## config.mk

```make
export PLATFORM = sky130hd
export DESIGN_NAME = ssns_top
export DESIGN_NICKNAME = d
export VERILOG_FILES = /design/src/rtl/ssns_pkg.sv /design/src/rtl/ssns_edge.sv /design/src/rtl/ssns_osc.sv /design/src/rtl/ssns_top.sv
export SDC_FILE = /design/constraint.sdc
export NUM_CORES = 1
export LEC_CHECK = 0
export ABC_CLOCK_PERIOD_IN_PS = 2100
export BUFFER_PORTS_ARGS = -buffer_cell sky130_fd_sc_hd__buf_2
export CORE_UTILIZATION = 54
export CTS_BUF_LIST = sky130_fd_sc_hd__clkbuf_4
export CTS_CLUSTER_DIAMETER = 100
export DETAILED_ROUTE_END_ITERATION = 16
export MAX_ROUTING_LAYER = met4
export PLACE_DENSITY = 0.79
export SYNTH_ARGS = -nofsm -noshare
export SYNTH_HDL_FRONTEND = slang
export SYNTH_HIERARCHICAL = 1
export SYNTH_SLANG_ARGS = --single-unit
```

## constraint.sdc

```tcl
create_clock -name REF_CLK_I -period 2.1 [get_ports REF_CLK_I]
set_input_delay 0.315 -clock REF_CLK_I [delete_from_list [all_inputs] [get_ports REF_CLK_I]]
set_output_delay 0.315 -clock REF_CLK_I [all_outputs]
set_load 0.03 [all_outputs]
```

## src/rtl/ssns_pkg.sv

```systemverilog
// ==========================================================
// shared constants for the strobe oscillators and serdes status
package ssns_pkg;
  // ========================================================
  // register byte addresses
  localparam logic [15:0] ADDR_SERDES_CFG = 16'hf954;
  localparam logic [15:0] ADDR_OSC1_LO = 16'hf958;
  localparam logic [15:0] ADDR_OSC1_HI = 16'hf95c;
  localparam logic [15:0] ADDR_OSC2_LO = 16'hf960;
  localparam logic [15:0] ADDR_OSC2_HI = 16'hf964;
  localparam logic [15:0] ADDR_OSC_CTRL = 16'hf968;
  localparam logic [15:0] ADDR_IRQ_STAT = 16'hf96c;
  localparam logic [15:0] ADDR_IRQ_MASK = 16'hf970;
  // ========================================================
  // field positions
  localparam int BIT_UNLOCK = 6;
  localparam int BIT_LOST_ALIGN = 5;
  localparam int BIT_LOCK = 4;
  localparam int BIT_SYNC = 3;
  localparam int BIT_OFF = 0;
  localparam int BIT_HOLD = 0;
  localparam int BIT_PICK = 1;
  localparam int BIT_RATE_LO = 2;
  localparam int BIT_RATE_HI = 3;
  localparam int IRQ_UNLOCK = 0;
  localparam int IRQ_LOST_ALIGN = 1;
  // ========================================================
  // reset values
  localparam logic [15:0] RST_SERDES_CFG = 16'h0000;
  localparam logic [15:0] RST_OSC1_LO = 16'hd098;
  localparam logic [7:0] RST_OSC1_HI = 8'h5e;
  localparam logic [15:0] RST_OSC2_LO = 16'h097c;
  localparam logic [7:0] RST_OSC2_HI = 8'hed;
  localparam logic [3:0] RST_OSC_CTRL = 4'h0;
  localparam logic [1:0] RST_IRQ_MASK = 2'h0;
  // ========================================================
  // bus answers
  localparam logic [1:0] RESP_OKAY = 2'h0;
  localparam logic [1:0] RESP_SLVERR = 2'h2;
  // ========================================================
  // oscillator geometry
  localparam int OSC_WIDTH = 24;
endpackage : ssns_pkg

```

## src/rtl/ssns_edge.sv

```systemverilog
`timescale 1ns/1ps
// ==========================================================
// falling-edge detector for a live status level
module ssns_edge (
  // clock and reset
  input wire logic clk_i,
  input wire logic rst_b_i,
  // level in
  input wire logic level_i,
  // results
  output logic level_q_o,
  output logic fall_o
);
  // registered copy of the level, starts as not good
  always_ff @(posedge clk_i) begin
    if (!rst_b_i) begin
      level_q_o <= 1'b0;
    end else begin
      level_q_o <= level_i;
    end
  end

  // loss pulses when the level drops
  always_comb begin
    fall_o = level_q_o && !level_i;
  end
endmodule : ssns_edge

```

## src/rtl/ssns_osc.sv

```systemverilog
`timescale 1ns/1ps
// ==========================================================
// phase accumulator that strobes on each carry out of the top bit
module ssns_osc #(
  parameter int WIDTH = ssns_pkg::OSC_WIDTH
) (
  // clock and reset
  input wire logic clk_i,
  input wire logic rst_b_i,
  // control
  input wire logic hold_i,
  input wire logic [WIDTH-1:0] incr_i,
  // result
  output logic strobe_o
);
  logic [WIDTH-1:0] phase; // running phase
  logic [WIDTH:0] next_sum; // sum with carry

  // ========================================================
  // accumulate
  always_comb begin
    next_sum = {1'b0, phase} + {1'b0, incr_i};
  end

  // phase register, held at zero on request
  always_ff @(posedge clk_i) begin
    if (!rst_b_i) begin
      phase <= '0;
    end else if (hold_i) begin
      phase <= '0;
    end else begin
      phase <= next_sum[WIDTH-1:0];
    end
  end

  // one-cycle strobe on carry out
  always_ff @(posedge clk_i) begin
    if (!rst_b_i) begin
      strobe_o <= 1'b0;
    end else begin
      strobe_o <= !hold_i && next_sum[WIDTH];
    end
  end
endmodule : ssns_osc

```

## src/rtl/ssns_top.sv

```systemverilog
`timescale 1ns/1ps
// ==========================================================
// serdes status, macro disable and strobe oscillators
module ssns_top #(
  parameter int ADDR_W = 16
) (
  // clock and reset
  input wire logic REF_CLK_I,
  input wire logic RST_B_I,
  // axi4-lite write address
  input wire logic [ADDR_W-1:0] AWADDR_I,
  input wire logic AWVALID_I,
  output logic AWREADY_O,
  // axi4-lite write data
  input wire logic [31:0] WDATA_I,
  input wire logic [3:0] WSTRB_I,
  input wire logic WVALID_I,
  output logic WREADY_O,
  // axi4-lite write response
  output logic [1:0] BRESP_O,
  output logic BVALID_O,
  input wire logic BREADY_I,
  // axi4-lite read address
  input wire logic [ADDR_W-1:0] ARADDR_I,
  input wire logic ARVALID_I,
  output logic ARREADY_O,
  // axi4-lite read data
  output logic [31:0] RDATA_O,
  output logic [1:0] RRESP_O,
  output logic RVALID_O,
  input wire logic RREADY_I,
  // serdes status from the pll and media attachment
  input wire logic PLL_LOCKED_I,
  input wire logic PMA_SYNCED_I,
  // controls toward the serdes macro
  output logic SERDES_MACRO_OFF_O,
  output logic [1:0] SERIAL_RATE_SELECT_O,
  // media interface clock strobe
  output logic LINK_STROBE_O,
  // interrupt
  output logic IRQ_O
);
  // ========================================================
  // declarations
  logic [15:0] osc1_increment_low_field; // oscillator one low bits
  logic [7:0] osc1_increment_high_field; // oscillator one high bits
  logic [15:0] osc2_increment_low_field; // oscillator two low bits
  logic [7:0] osc2_increment_high_field; // oscillator two high bits
  logic serdes_macro_off; // macro disable level
  logic hold_counters_zero; // hold both accumulators at zero
  logic strobe_source_pick; // 0 first, 1 second oscillator
  logic [1:0] serial_rate_select; // link rate code
  logic lost_lock_sticky; // sticky pll loss
  logic lost_alignment_sticky; // sticky sync loss
  logic [1:0] irq_mask; // interrupt enables
  logic lock_q; // registered live lock
  logic sync_q; // registered live sync
  logic lock_fall; // lock loss event
  logic sync_fall; // sync loss event
  logic strobe1; // first oscillator strobe
  logic strobe2; // second oscillator strobe
  logic aw_held; // write address captured
  logic w_held; // write data captured
  logic [ADDR_W-1:0] aw_addr; // captured write address
  logic [31:0] w_data; // captured write data
  logic [3:0] w_strb; // captured byte enables
  logic do_write; // both halves present
  logic wr_hit; // write address mapped
  logic [31:0] rd_word; // decoded read word
  logic rd_hit; // read address mapped

  // ========================================================
  // address decode, used for reads and writes
  function automatic logic is_mapped(input logic [ADDR_W-1:0] a);
    is_mapped = (a[15:0] == ssns_pkg::ADDR_SERDES_CFG) ||
                (a[15:0] == ssns_pkg::ADDR_OSC1_LO) ||
                (a[15:0] == ssns_pkg::ADDR_OSC1_HI) ||
                (a[15:0] == ssns_pkg::ADDR_OSC2_LO) ||
                (a[15:0] == ssns_pkg::ADDR_OSC2_HI) ||
                (a[15:0] == ssns_pkg::ADDR_OSC_CTRL) ||
                (a[15:0] == ssns_pkg::ADDR_IRQ_STAT) ||
                (a[15:0] == ssns_pkg::ADDR_IRQ_MASK);
  endfunction : is_mapped

  // ========================================================
  // status edge detectors
  ssns_edge u_lock_edge (
    .clk_i(REF_CLK_I),
    .rst_b_i(RST_B_I),
    .level_i(PLL_LOCKED_I),
    .level_q_o(lock_q),
    .fall_o(lock_fall)
  );

  ssns_edge u_sync_edge (
    .clk_i(REF_CLK_I),
    .rst_b_i(RST_B_I),
    .level_i(PMA_SYNCED_I),
    .level_q_o(sync_q),
    .fall_o(sync_fall)
  );

  // ========================================================
  // oscillators
  ssns_osc #(.WIDTH(ssns_pkg::OSC_WIDTH)) u_osc1 (
    .clk_i(REF_CLK_I),
    .rst_b_i(RST_B_I),
    .hold_i(hold_counters_zero),
    .incr_i({osc1_increment_high_field,
             osc1_increment_low_field}),
    .strobe_o(strobe1)
  );

  ssns_osc #(.WIDTH(ssns_pkg::OSC_WIDTH)) u_osc2 (
    .clk_i(REF_CLK_I),
    .rst_b_i(RST_B_I),
    .hold_i(hold_counters_zero),
    .incr_i({osc2_increment_high_field,
             osc2_increment_low_field}),
    .strobe_o(strobe2)
  );

  // ========================================================
  // write channel capture, address and data in either order
  always_comb begin
    do_write = aw_held && w_held && !BVALID_O;
    wr_hit = is_mapped(aw_addr);
  end

  // write address holding
  always_ff @(posedge REF_CLK_I) begin
    if (!RST_B_I) begin
      aw_held <= 1'b0;
      aw_addr <= '0;
    end else if (AWVALID_I && AWREADY_O) begin
      aw_held <= 1'b1;
      aw_addr <= AWADDR_I;
    end else if (do_write) begin
      aw_held <= 1'b0;
    end
  end

  // write data holding
  always_ff @(posedge REF_CLK_I) begin
    if (!RST_B_I) begin
      w_held <= 1'b0;
      w_data <= '0;
      w_strb <= '0;
    end else if (WVALID_I && WREADY_O) begin
      w_held <= 1'b1;
      w_data <= WDATA_I;
      w_strb <= WSTRB_I;
    end else if (do_write) begin
      w_held <= 1'b0;
    end
  end

  // readies drop while a half is held
  always_ff @(posedge REF_CLK_I) begin
    if (!RST_B_I) begin
      AWREADY_O <= 1'b0;
      WREADY_O <= 1'b0;
    end else begin
      AWREADY_O <= !aw_held && !(AWVALID_I && AWREADY_O);
      WREADY_O <= !w_held && !(WVALID_I && WREADY_O);
    end
  end

  // write response
  always_ff @(posedge REF_CLK_I) begin
    if (!RST_B_I) begin
      BVALID_O <= 1'b0;
      BRESP_O <= ssns_pkg::RESP_OKAY;
    end else if (do_write) begin
      BVALID_O <= 1'b1;
      BRESP_O <= wr_hit ? ssns_pkg::RESP_OKAY : ssns_pkg::RESP_SLVERR;
    end else if (BREADY_I) begin
      BVALID_O <= 1'b0;
    end
  end

  // ========================================================
  // increment registers, byte lanes honoured
  always_ff @(posedge REF_CLK_I) begin
    if (!RST_B_I) begin
      osc1_increment_low_field <= ssns_pkg::RST_OSC1_LO;
      osc1_increment_high_field <= ssns_pkg::RST_OSC1_HI;
      osc2_increment_low_field <= ssns_pkg::RST_OSC2_LO;
      osc2_increment_high_field <= ssns_pkg::RST_OSC2_HI;
    end else if (do_write) begin
      unique case (aw_addr[15:0])
        ssns_pkg::ADDR_OSC1_LO: begin
          if (w_strb[0]) osc1_increment_low_field[7:0] <= w_data[7:0];
          if (w_strb[1]) osc1_increment_low_field[15:8] <= w_data[15:8];
        end
        ssns_pkg::ADDR_OSC1_HI: begin
          if (w_strb[0]) osc1_increment_high_field <= w_data[7:0];
        end
        ssns_pkg::ADDR_OSC2_LO: begin
          if (w_strb[0]) osc2_increment_low_field[7:0] <= w_data[7:0];
          if (w_strb[1]) osc2_increment_low_field[15:8] <= w_data[15:8];
        end
        ssns_pkg::ADDR_OSC2_HI: begin
          if (w_strb[0]) osc2_increment_high_field <= w_data[7:0];
        end
        default: begin
          // other addresses leave the increments alone
        end
      endcase
    end
  end

  // ========================================================
  // control bits: disable, hold, pick, rate, mask
  always_ff @(posedge REF_CLK_I) begin
    if (!RST_B_I) begin
      serdes_macro_off <= ssns_pkg::RST_SERDES_CFG[ssns_pkg::BIT_OFF];
      hold_counters_zero <= ssns_pkg::RST_OSC_CTRL[ssns_pkg::BIT_HOLD];
      strobe_source_pick <= ssns_pkg::RST_OSC_CTRL[ssns_pkg::BIT_PICK];
      serial_rate_select <= ssns_pkg::RST_OSC_CTRL[3:2];
      irq_mask <= ssns_pkg::RST_IRQ_MASK;
    end else if (do_write && w_strb[0]) begin
      if (aw_addr[15:0] == ssns_pkg::ADDR_SERDES_CFG) begin
        serdes_macro_off <= w_data[ssns_pkg::BIT_OFF];
      end
      if (aw_addr[15:0] == ssns_pkg::ADDR_OSC_CTRL) begin
        hold_counters_zero <= w_data[ssns_pkg::BIT_HOLD];
        strobe_source_pick <= w_data[ssns_pkg::BIT_PICK];
        serial_rate_select <=
          w_data[ssns_pkg::BIT_RATE_HI:ssns_pkg::BIT_RATE_LO];
      end
      if (aw_addr[15:0] == ssns_pkg::ADDR_IRQ_MASK) begin
        irq_mask <= w_data[1:0];
      end
    end
  end

  // ========================================================
  // sticky loss flags, set wins over write-one clear
  always_ff @(posedge REF_CLK_I) begin
    if (!RST_B_I) begin
      lost_lock_sticky <= 1'b0;
      lost_alignment_sticky <= 1'b0;
    end else begin
      if (lock_fall) begin
        lost_lock_sticky <= 1'b1;
      end else if (do_write && w_strb[0] &&
                   ((aw_addr[15:0] == ssns_pkg::ADDR_SERDES_CFG &&
                     w_data[ssns_pkg::BIT_UNLOCK]) ||
                    (aw_addr[15:0] == ssns_pkg::ADDR_IRQ_STAT &&
                     w_data[ssns_pkg::IRQ_UNLOCK]))) begin
        lost_lock_sticky <= 1'b0;
      end
      if (sync_fall) begin
        lost_alignment_sticky <= 1'b1;
      end else if (do_write && w_strb[0] &&
                   ((aw_addr[15:0] == ssns_pkg::ADDR_SERDES_CFG &&
                     w_data[ssns_pkg::BIT_LOST_ALIGN]) ||
                    (aw_addr[15:0] == ssns_pkg::ADDR_IRQ_STAT &&
                     w_data[ssns_pkg::IRQ_LOST_ALIGN]))) begin
        lost_alignment_sticky <= 1'b0;
      end
    end
  end

  // ========================================================
  // read decode
  always_comb begin
    rd_word = '0;
    rd_hit = is_mapped(ARADDR_I);
    unique case (ARADDR_I[15:0])
      ssns_pkg::ADDR_SERDES_CFG: begin
        rd_word[ssns_pkg::BIT_UNLOCK] = lost_lock_sticky;
        rd_word[ssns_pkg::BIT_LOST_ALIGN] = lost_alignment_sticky;
        rd_word[ssns_pkg::BIT_LOCK] = lock_q;
        rd_word[ssns_pkg::BIT_SYNC] = sync_q;
        rd_word[ssns_pkg::BIT_OFF] = serdes_macro_off;
      end
      ssns_pkg::ADDR_OSC1_LO: rd_word[15:0] = osc1_increment_low_field;
      ssns_pkg::ADDR_OSC1_HI: rd_word[7:0] = osc1_increment_high_field;
      ssns_pkg::ADDR_OSC2_LO: rd_word[15:0] = osc2_increment_low_field;
      ssns_pkg::ADDR_OSC2_HI: rd_word[7:0] = osc2_increment_high_field;
      ssns_pkg::ADDR_OSC_CTRL: begin
        rd_word[3:0] = {serial_rate_select, strobe_source_pick,
                        hold_counters_zero};
      end
      ssns_pkg::ADDR_IRQ_STAT: begin
        rd_word[1:0] = {lost_alignment_sticky, lost_lock_sticky};
      end
      ssns_pkg::ADDR_IRQ_MASK: rd_word[1:0] = irq_mask;
      default: rd_word = '0; // unmapped reads zero
    endcase
  end

  // read channel, one read at a time
  always_ff @(posedge REF_CLK_I) begin
    if (!RST_B_I) begin
      ARREADY_O <= 1'b0;
      RVALID_O <= 1'b0;
      RDATA_O <= '0;
      RRESP_O <= ssns_pkg::RESP_OKAY;
    end else if (ARVALID_I && ARREADY_O) begin
      ARREADY_O <= 1'b0;
      RVALID_O <= 1'b1;
      RDATA_O <= rd_word;
      RRESP_O <= rd_hit ? ssns_pkg::RESP_OKAY : ssns_pkg::RESP_SLVERR;
    end else if (RVALID_O && RREADY_I) begin
      RVALID_O <= 1'b0;
    end else if (!RVALID_O) begin
      ARREADY_O <= 1'b1;
    end
  end

  // ========================================================
  // outputs toward the macro and link
  always_ff @(posedge REF_CLK_I) begin
    if (!RST_B_I) begin
      SERDES_MACRO_OFF_O <= 1'b0;
      SERIAL_RATE_SELECT_O <= '0;
      LINK_STROBE_O <= 1'b0;
      IRQ_O <= 1'b0;
    end else begin
      SERDES_MACRO_OFF_O <= serdes_macro_off;
      SERIAL_RATE_SELECT_O <= serial_rate_select;
      LINK_STROBE_O <= strobe_source_pick ? strobe2 : strobe1;
      IRQ_O <= |({lost_alignment_sticky, lost_lock_sticky} & irq_mask);
    end
  end
endmodule : ssns_top

```

==> metrics <==
grt ovf=0; Int Power=between 5 and 6 mW; clk_lat worst skew=around 0.59 ns; fin crit share=1.01; worst slew pin tran=~0.73 ns; DR iter-0 viols=771; Layout area overhead=25.9%; maximum clock rate=469 MHz; CP max stage delay=about 0.60 ns; relative slew slack=0.513; Filler cells=approximately 1200; final hold violations=0; Setup crit end kind=register; Worst Hold Slack=between 0.15 and 0.2 ns; post-synthesis cell area=roughly 9000 sq um; Root Driver=clkbuf_4; Flop pwr share=0.455; Post-synth EDFFs=0; final wirelength=roughly 26000 um; Seq/Total Area, Yosys=0.388; cell taking the most area after synthesis=dfxtp_1; final worst slack=-0.0313 ns; Logic pwr share=0.310; Power per Cell Area=721 nW/um^2; Max Cap Viol=0; Net Sw Frac=0.347; main area contributors after synthesis=dfxtp_1 (39%), mux2i_1 (7.2%), ha_1 (6.7%); HPWL after detailed placement=between 15000 and 20000 um; initial antenna violation count=1; Die ar.=approximately 17000 sq um; # DRC=0; vias in the first global route=just under 8000; row count=46; arrival time at the worst endpoint=approximately 2.6 ns; Via Count=between 8000 and 9000; final setup vio count=5; share of post-route cells with drive strength above 1=0.245; worst path cell trace=nand3b_1 > or4_4 > or2_2 > nor4b_1 > nor4_1; failing checks=setup timing; Leak=roughly 4.7 nW; CP bufs+invs=0; async set-or-reset flop fraction in the synthesized netlist=0; PortBufs=86; flop and latch count out of synthesis=~170; # IOs=123; Ys Warns=6; Min Clock Period, post-route=roughly 2.1 ns; RSZ-0062 raised after global routing=yes; CTS Buffer Depth=2; maximum VDD drop=slightly below 500 uV; Crit path required time=approximately 2.6 ns; Core ar.=between 15000 and 20000 sq um; TritonRoute pass-1 iters=5; slowest CP cell=or4_4; Mapped Avg Cell Area=8.71 sq um; Hold WC Path Type=input pin to register; DIE HEIGHT=131 um; Final Power=just over 8 mW; largest net degree at the start of global routing=between 40 and 50; Worst Setup Path Type=register to register; CTS tree=built; Psw=2.81 mW; WL/cell=about 18 um; cts bufs inserted=17; Startpoint Class=register; first-pass GRT wire length=between 30000 and 40000 um; H-tree levels=4; outcome=finished with violations; Clock Skews=roughly 0.034 ns; critical path's top delay family=simple AND/OR/NAND/NOR gates; NumNets Final=between 1000 and 1500; clock sink count=173; Top FF cell, synth=dfxtp_1; Worst-path clk slew=around 0.16 ns; Initial Utilization=0.558; Die X=131 um; Mapped Cells=about 1000; RePlAce Congestion=0.948; part of the power in the clock network=0.235; All-Layer GR Usage=0.299; top cell type's share of synthesized area=0.388; synth unique cells=~70; max-slew violation count=0; ANT nets after route=0; critical path fanouts, max=7; DR vias/cell=6.00
-- cell usage in the layout, fill, tap and decap left out, drive strengths merged, types with 5 or more instances in the layout --
master	instances
o211ai	5
o21ai	34
nand3	7
o21bai	8
a221oi	11
clkbuf	17
mux2i	64
dlygate4sd3	38
a31oi	12
a211o	10
nor2b	7
a21o	28
nor3	34
dfxtp	173
and2	14
xnor2	10
o21a	8
ha	48
nand4	13
nor2	101
nand3b	6
conb	18
nand2b	13
a22oi	11
or2	5
nor4	8
xor2	17
nor4b	7
buf	171
a21oi	91
o31ai	8
inv	20
nand2	149
-- tightest hold or removal path: cells and delay by family --
family,cells,cell delay (ns)
buffers and inverters,2,0.34
AND/OR/NAND/NOR,1,0.06
-- kinds of logic after synthesis --
family | after synthesis | synth area share
other | 1 | 0.000420
AOI/OAI and AO/OA | 258 | 0.192
xor gates and xnor gates | 27 | 0.0265
DFF | 173 | 0.388
and+or+nand+nor | 384 | 0.208
adders and majority gates | 50 | 0.0718
muxes | 65 | 0.0731
buffers and inverters | 67 | 0.0404
-- metrics by stage --
stage | utilization | std cells | TNS, ns | worst slack [ns] | cell area (sq um)
finish | 0.702 | 1440 | -0.0691 | -0.0313 | 11200
global placement | 0.626 | 1363 | -0.381 | -0.133 | 10000
CTS | 0.676 | 1432 | -0.0202 | -0.0110 | 10800
detailed placement | 0.626 | 1363 | -1.07 | -0.217 | 10000
global route | 0.702 | 1440 | -0.998 | -0.130 | 11200
floorplan | - | 1042 | 0 | 0.00701 | 8990
-- cells in the mapped netlist (all sizes together) (7+ instances only) --
| master | count |
|---|---|
| buf | 30 |
| o31ai | 8 |
| nand2b | 13 |
| a211o | 10 |
| o21ai | 34 |
| xnor2 | 10 |
| nand3 | 7 |
| mux2i | 64 |
| and2 | 14 |
| a221oi | 11 |
| nor2b | 7 |
| a21oi | 91 |
| o21a | 8 |
| nor4b | 7 |
| clkbuf | 28 |
| xor2 | 17 |
| o21bai | 8 |
| a21o | 28 |
| dfxtp | 173 |
| inv | 9 |
| nor2 | 101 |
| a22oi | 11 |
| a31oi | 12 |
| nand2 | 149 |
| ha | 48 |
| nor4 | 8 |
| nand4 | 13 |
| nor3 | 34 |
-- final timing paths --
check	from	end	slack, ns	cells after the start
worst max-delay path	BVALID_O	lost_lock_sticky	-0.03	5
worst min-delay path	RST_B_I	osc1_increment_low_field[3]	0.17	3
worst max register to register	BVALID_O	lost_lock_sticky	-0.03	5
worst min register to register	RDATA_O[1]	RDATA_O[1]	0.46	2
-- area by class of cell --
class | instances | area, sq um | area share
multi-input combinational | 802 | 5640 | 0.502
sequential | 173 | 3480 | 0.310
timing repair buffer | 209 | 1540 | 0.137
tap | 216 | 270 | 0.0241
clock inverter | 13 | 139 | 0.0124
clock buffer | 17 | 128 | 0.0114
inverter | 9 | 33.8 | 0.00301
antenna | 1 | 2.50 | 0.000223
-- repair_timing --
item                                   4_1_cts  5_1_grt
setup endpoints to repair                   27       62
resized for setup                           25       66
buffers inserted                             1        7
cloned                                       0        0
pin swaps                                   10       24
hold buffers                                38        0
endpoints found under the hold margin       38        0
-- power by group through the flow --
stage | combinational [mW] | clock (mW) | sequential [mW]
finish | 2.51 | 1.90 | 3.69
global route | 2.74 | 2.09 | 3.71
CTS | 2.32 | 1.92 | 3.67
detailed placement | 2.18 | 0 | 3.74
global placement | 2.12 | 0 | 3.73
floorplan | 1.60 | 0 | 3.75
-- flip-flops by register name (all words and copies together), names as in the netlist, 16 cells and up --
register / flops
u_osc2/phase: 24
u_osc1/phase: 24
w_data: 16
osc1_increment_low_field: 16
aw_addr: 16
RDATA_O: 16
osc2_increment_low_field: 16
-- per-layer routing --
layer	vias to the layer above	track usage	part of all wire
met3	105	0.0480	0.068
met5	-	-	0
met4	0	0.106	0.041
met2	412	0.501	0.48
met1	4094	0.364	0.41
li1	4034	-	-
Power figures use the tool's default switching activity.
